--- src/inc/sec_ctrl_pkg.sv ---
// constants and carrier types for the in-line security control block
// Operation
// RULE_01: host writes zero to reserved bits
// RULE_02: receive guard at bit 9, resets high
// RULE_03: bit 8 picks first CBC-MAC byte
// RULE_04: first-byte select ignored inside CCM
// RULE_05: host should set bit 8 for 802.15.4
// RULE_06: three key selects at bits 7,6,5
// RULE_07: tag length code bits 4:2, reset 1
// RULE_08: mode field bits 1:0, reset off
// RULE_09: transmit length byte bits 14:8
// RULE_10: receive length byte bits 6:0
// RULE_11: CTR skips cleartext bytes before cipher
// RULE_12: CBC-MAC skips bytes before authentication
// RULE_13: CCM length is authenticated-only count
// RULE_14: length bytes ignored in stand-alone
// RULE_15: mode off passes frames untouched
package sec_ctrl_pkg;
   // ==========================================
   // register addresses
   localparam logic [5:0] ADDR_SECURITY_CONTROL_MAIN = 6'h19;
   localparam logic [5:0] ADDR_SECURITY_LENGTH_BYTES = 6'h1a;
   // ==========================================
   // field positions
   localparam int GUARD_BIT = 9;
   localparam int HEAD_BIT = 8;
   localparam int SA_KEY_BIT = 7;
   localparam int TX_KEY_BIT = 6;
   localparam int RX_KEY_BIT = 5;
   localparam int TAG_LSB = 2;
   localparam int MODE_LSB = 0;
   localparam int TXL_LSB = 8;
   localparam int RXL_LSB = 0;
   localparam logic [15:0] MAIN_WRITE_MASK = 16'h03ff;
   localparam logic [15:0] LEN_WRITE_MASK = 16'h7f7f;
   // ==========================================
   // reset values
   localparam logic [15:0] MAIN_RESET = 16'h03c4;
   localparam logic [15:0] LEN_RESET = 16'h0000;
   localparam logic [2:0] TAG_CODE_RESERVED = 3'h0;
   localparam logic [7:0] CBC_HEAD_OVERHEAD = 8'h02;
   typedef enum logic [1:0] {
      MODE_OFF,
      MODE_CBC_MAC,
      MODE_CTR,
      MODE_CCM
   } inline_protection_mode_e;
   // decoded settings toward the engine
   typedef struct packed {
      logic encrypt_en;
      logic auth_en;
      logic head_insert;
      logic key_choice;
      logic [6:0] skip_length;
      logic [4:0] tag_bytes;
   } engine_ctrl_s;
   typedef struct packed {
      logic [15:0] main_reg;
      logic [15:0] len_reg;
      logic [15:0] rdata;
      engine_ctrl_s tx;
      engine_ctrl_s rx;
      logic sa_key;
      logic guard;
      logic [7:0] tx_head_byte;
   } sec_state_s;
endpackage : sec_ctrl_pkg

--- src/core/inline_security_control.sv ---
// in-line security configuration registers and their decode for the engine
`timescale 1ns/1ns
module inline_security_control
   import sec_ctrl_pkg::*;
(
   input wire logic clk,
   input wire logic rst_b,
   input wire logic reg_write,
   input wire logic [5:0] reg_addr,
   input wire logic [15:0] reg_wdata,
   input wire logic [6:0] tx_frame_length,
   output logic [15:0] reg_rdata,
   output engine_ctrl_s tx_ctrl,
   output engine_ctrl_s rx_ctrl,
   output logic standalone_key_choice,
   output logic receive_buffer_guard_enable,
   output logic [7:0] tx_mac_head_byte
);
   sec_state_s st;
   sec_state_s next_st;

   // ==========================================
   // decode helper
   function automatic engine_ctrl_s decode(input logic [15:0] m, input logic key,
                                           input logic [6:0] len);
      engine_ctrl_s c;
      inline_protection_mode_e md;
      logic [2:0] code;
      md = inline_protection_mode_e'(m[MODE_LSB +: 2]); // see RULE_08
      code = m[TAG_LSB +: 3];
      c = '0;
      case (md)
         MODE_OFF: begin
            c = '0; // see RULE_15
         end
         MODE_CBC_MAC: begin
            c.auth_en = 1'b1;
            c.head_insert = m[HEAD_BIT]; // see RULE_03
         end
         MODE_CTR: begin
            c.encrypt_en = 1'b1; // see RULE_11
         end
         MODE_CCM: begin
            c.encrypt_en = 1'b1;
            c.auth_en = 1'b1;
            c.head_insert = 1'b0; // see RULE_04
         end
         default: begin
            c = '0;
         end
      endcase
      if (md != MODE_OFF) begin
         c.key_choice = key; // see RULE_06
         c.skip_length = len; // see RULE_12 see RULE_13
         // tag length M = 2*code + 2; code 0 reserved, treated as no tag
         if (c.auth_en && code != TAG_CODE_RESERVED) begin
            c.tag_bytes = {1'b0, code, 1'b0} + 5'd2; // see RULE_07
         end
      end
      return c;
   endfunction : decode

   // ==========================================
   // next state
   always_comb begin
      logic [7:0] hb;
      hb = '0;
      next_st = st;
      if (reg_write && reg_addr == ADDR_SECURITY_CONTROL_MAIN) begin
         next_st.main_reg = reg_wdata & MAIN_WRITE_MASK; // see RULE_01
      end
      if (reg_write && reg_addr == ADDR_SECURITY_LENGTH_BYTES) begin
         next_st.len_reg = reg_wdata & LEN_WRITE_MASK; // see RULE_09 see RULE_10
      end
      case (reg_addr)
         ADDR_SECURITY_CONTROL_MAIN: next_st.rdata = st.main_reg;
         ADDR_SECURITY_LENGTH_BYTES: next_st.rdata = st.len_reg;
         default: next_st.rdata = 16'h0000;
      endcase
      next_st.tx = decode(st.main_reg, st.main_reg[TX_KEY_BIT], st.len_reg[TXL_LSB +: 7]);
      next_st.rx = decode(st.main_reg, st.main_reg[RX_KEY_BIT], st.len_reg[RXL_LSB +: 7]);
      // stand-alone path sees only its key; length bytes do not reach it
      next_st.sa_key = st.main_reg[SA_KEY_BIT]; // see RULE_14
      next_st.guard = st.main_reg[GUARD_BIT]; // see RULE_02
      // transmit head: frame length minus skip length minus 2
      hb = {1'b0, tx_frame_length} - {1'b0, st.len_reg[TXL_LSB +: 7]} - CBC_HEAD_OVERHEAD;
      next_st.tx_head_byte = hb; // see RULE_03
   end

   // ==========================================
   // state register
   always_ff @(posedge clk) begin
      if (!rst_b) begin
         st <= '0;
         st.main_reg <= MAIN_RESET;
         st.len_reg <= LEN_RESET;
         st.guard <= 1'b1;
         st.sa_key <= 1'b1;
      end else begin
         st <= next_st;
      end
   end

   assign reg_rdata = st.rdata;
   assign tx_ctrl = st.tx;
   assign rx_ctrl = st.rx;
   assign standalone_key_choice = st.sa_key;
   assign receive_buffer_guard_enable = st.guard;
   assign tx_mac_head_byte = st.tx_head_byte;
endmodule : inline_security_control

--- config.mk ---
export PLATFORM = sky130hd
export DESIGN_NAME = inline_security_control
export DESIGN_NICKNAME = d
export VERILOG_FILES = /design/src/inc/sec_ctrl_pkg.sv /design/src/core/inline_security_control.sv
export SDC_FILE = /design/constraint.sdc
export NUM_CORES = 1
export LEC_CHECK = 0
export BUFFER_PORTS_ARGS = -buffer_cell sky130_fd_sc_hd__buf_2
export CORE_ASPECT_RATIO = 0.75
export CORE_MARGIN = 2
export CORE_UTILIZATION = 45
export CTS_BUF_LIST = sky130_fd_sc_hd__clkbuf_4
export DETAILED_ROUTE_END_ITERATION = 16
export HOLD_SLACK_MARGIN = 0.08
export PLACE_DENSITY_LB_ADDON = 0.3
export REMOVE_ABC_BUFFERS = 1
export SETUP_SLACK_MARGIN = 0.1
export SLEW_MARGIN = 15
export SYNTH_ARGS = -nofsm -noshare
export SYNTH_HDL_FRONTEND = slang
export SYNTH_SLANG_ARGS = --single-unit
--- constraint.sdc ---
create_clock -name clk -period 2.4 [get_ports clk]
set_input_delay 0.48 -clock clk [delete_from_list [all_inputs] [get_ports clk]]
set_output_delay 0.48 -clock clk [all_outputs]
set_load 0.02 [all_outputs]
==> impl_metrics.env <==
export IMPL_status="completed"
export IMPL_synth_area_leaders="dfxtp_1, buf_4, mux2i_1"
export IMPL_startpoint_type="flip-flop"
export IMPL_vias_per_cell=4.64
export IMPL_clk_latency_ps=400
export IMPL_nNetsFinal=438
export IMPL_hpwl_um=4580
export IMPL_hold_slack_ps=319
export IMPL_path_depth=6
export IMPL_synthAdderAreaFrac=0.0631
export IMPL_grtUsageTotal=0.167
export IMPL_worst_pin_slew_ps=515
export IMPL_cts_buffer_depth=2
export IMPL_async_reset_ff_frac=0
export IMPL_synth_top_family_by_area="buffers and inverters"
export IMPL_io_pins=90
export IMPL_core_area_um2=6960
export IMPL_ctsHtreeMaxLevel=3
export IMPL_critPathCaptureType="flip-flop"
export IMPL_critical_path_max_fanout=4
export IMPL_timing_fmax_ghz=0.473
export IMPL_dieArea_um2=8030
export IMPL_yosysWarnings=0
export IMPL_syn2layout_area_growth_pct=5.62
export IMPL_cp_common_cell="ha_1"
export IMPL_netlist_area_um2=3290
export IMPL_dr_total_vias=2286
export IMPL_cellLeakagePower_nw=1.70
export IMPL_synth_cell_types=40
export IMPL_grt_pass1_wl_um=10200
export IMPL_tns_ps=0
export IMPL_finClkSkew_ps=8.06
export IMPL_drt_iter0_drc=78
export IMPL_rows=26
export IMPL_yosysSeqAreaShare=0.438
export IMPL_port_buffers=85
export IMPL_slowest_stage="or3b_2"
export IMPL_syn_inst=357
export IMPL_drtPass1Iterations=4
export IMPL_worst_ep_required_time_ps=2680
export IMPL_drc=0
export IMPL_cts_made_buffers=9
export IMPL_first_global_vias=2194
export IMPL_yosysTopAreaCell="dfxtp_1"
export IMPL_ys_ff_latch=72
export IMPL_cts_root_buffer="clkbuf_4"
export IMPL_drtAntennaViolNets=0
export IMPL_place_congestion=0.826
export IMPL_crit_arrival_ps=2400
export IMPL_post_route_min_period_ps=2110
export IMPL_overflow=0
export IMPL_most_common_layout_cells="buf_2, dfxtp_1, nand2_1, inv_1, nand3_1"
export IMPL_slew_headroom=0.656
export IMPL_crit_path_cell_trace="ha_1, inv_1, ha_1, a211oi_1, nor3_1, or3b_2"
export IMPL_synth_edff_count=0
export IMPL_clk_pin_slew_ps=110
export IMPL_layout_drive_gt1_share=0.268
export IMPL_drv_slew=0
export IMPL_rsz0062_at_grt="no"
export IMPL_post_cts_setup_buffer_count=0
export IMPL_wl_um=6450
export IMPL_layout_commonest_cell="buf_2"
export IMPL_finalSetupViolCount=0
export IMPL_antenna_cells=0
export IMPL_synth_compound_area_share=0.0616
export IMPL_p_per_area_nw_per_um2=570
export IMPL_placedCellCount=477
export IMPL_crit_family="adder cells"
export IMPL_wl_per_cell_um=13.1
export IMPL_die_x_um=103
export IMPL_holdBufCountCts=0
export IMPL_max_stage_delay_ps=450
export IMPL_cts_resized=0
export IMPL_synth_xor_area_share=0
export IMPL_vdd_ir_drop_max_uv=271
export IMPL_die_h_um=78.1
export IMPL_ff2ff_path_depth=6
export IMPL_synthSimpleGateAreaFrac=0.183
export IMPL_period_share=0.881
export IMPL_grt_max_degree=25
export IMPL_final_cells=493
export IMPL_hold_path_depth=3
export IMPL_hp_class="input port to flip-flop"
export IMPL_setup_worst_path_class="flip-flop to flip-flop"
export IMPL_avgSynthCellArea_um2=9.22
export IMPL_synthMuxAreaShare=0.0578
export IMPL_synth_top_area_frac=0.438
export IMPL_drv_cap=0
export IMPL_cts_tree="done"
export IMPL_cts_sink_count=72
export IMPL_cp_num_buf_inv=1
export IMPL_hold_viol=0
export IMPL_synth_ff_type="dfxtp_1"
export IMPL_grt_antenna_before_repair=0
export IMPL_start_util=0.473
final timing paths:
| path | start | endpoint | slack, ps |
|---|---|---|---|
| setup reg to reg | st[68] | tx_mac_head_byte[6] | 290 |
| hold reg to reg | next_st[8] | reg_rdata[9] | 470 |
| setup / recovery | st[68] | tx_mac_head_byte[6] | 290 |
| hold / removal | reg_wdata[7] | next_st[9] | 320 |
worst reg2reg max path, stage by stage (launching register included):
cell	delay, ps
dfxtp_1	350
ha_1	320
inv_1	50
ha_1	300
a211oi_1	420
nor3_1	100
or3b_2	450
Yosys cell counts (all sizes together), types with 2 or more instances:
cell	number
nor3b	2
and3	8
o311ai	2
ha	15
inv	30
nand3	21
dfxtp	72
nand4	4
nand2b	3
nor3	5
a211oi	3
a31oi	4
o21ai	3
o211ai	4
a21oi	10
nor2	9
clkbuf	6
nor2b	5
buf	67
nand3b	2
nand2	34
and2	17
mux2i	19
flip-flops by register name, indices dropped and copies added, names as in the netlist:
register,flops
standalone_key_choice,1
next_st,2
reg_rdata,15
rx_ctrl,15
receive_buffer_guard_enable,1
tx_ctrl,8
tx_mac_head_byte,8
st,22
metrics by stage:
step	total power [mW]	area [µm²]	worst slack [ps]	util
global placement	1.40	3380	82.3	0.485
finish	1.98	3480	286	0.500
floorplan	1.32	2770	294	-
CTS	2.01	3480	287	0.500
detailed placement	1.40	3380	47.9	0.485
global route	2.08	3480	155	0.500
cells by family after synthesis:
kind of cell	Yosys count
buffers and inverters	103
multiplexers	19
other	1
AO/OA/AOI/OAI	31
flip-flops	72
AND/OR/NAND/NOR	115
adder cells (fa/ha/maj)	16
metal layers:
metal  vias up  wire length, µm  track usage
met3         6              510       0.0623
met5         -                0            0
met2        74             2750        0.253
met1      1023             3130        0.223
li1       1183                -            -
met4         0               59       0.0500
power by group:
group	leakage, nW	internal [mW]	total, mW	switching (mW)
Clock	0.0540	0.208	0.608	0.400
Sequential	0.582	1.21	1.21	0.00388
Combinational	1.06	0.0631	0.165	0.102
Total	1.70	1.48	1.98	0.506
area by class of cell:
class	count	area, µm²
clock buffer	10	75.1
clock inverter	6	26.3
fill	679	3480
inverter	30	113
multi-input combinational	184	1210
sequential	72	1440
tap	98	123
timing repair buffer	93	485
Power figures use the tool's default switching activity.
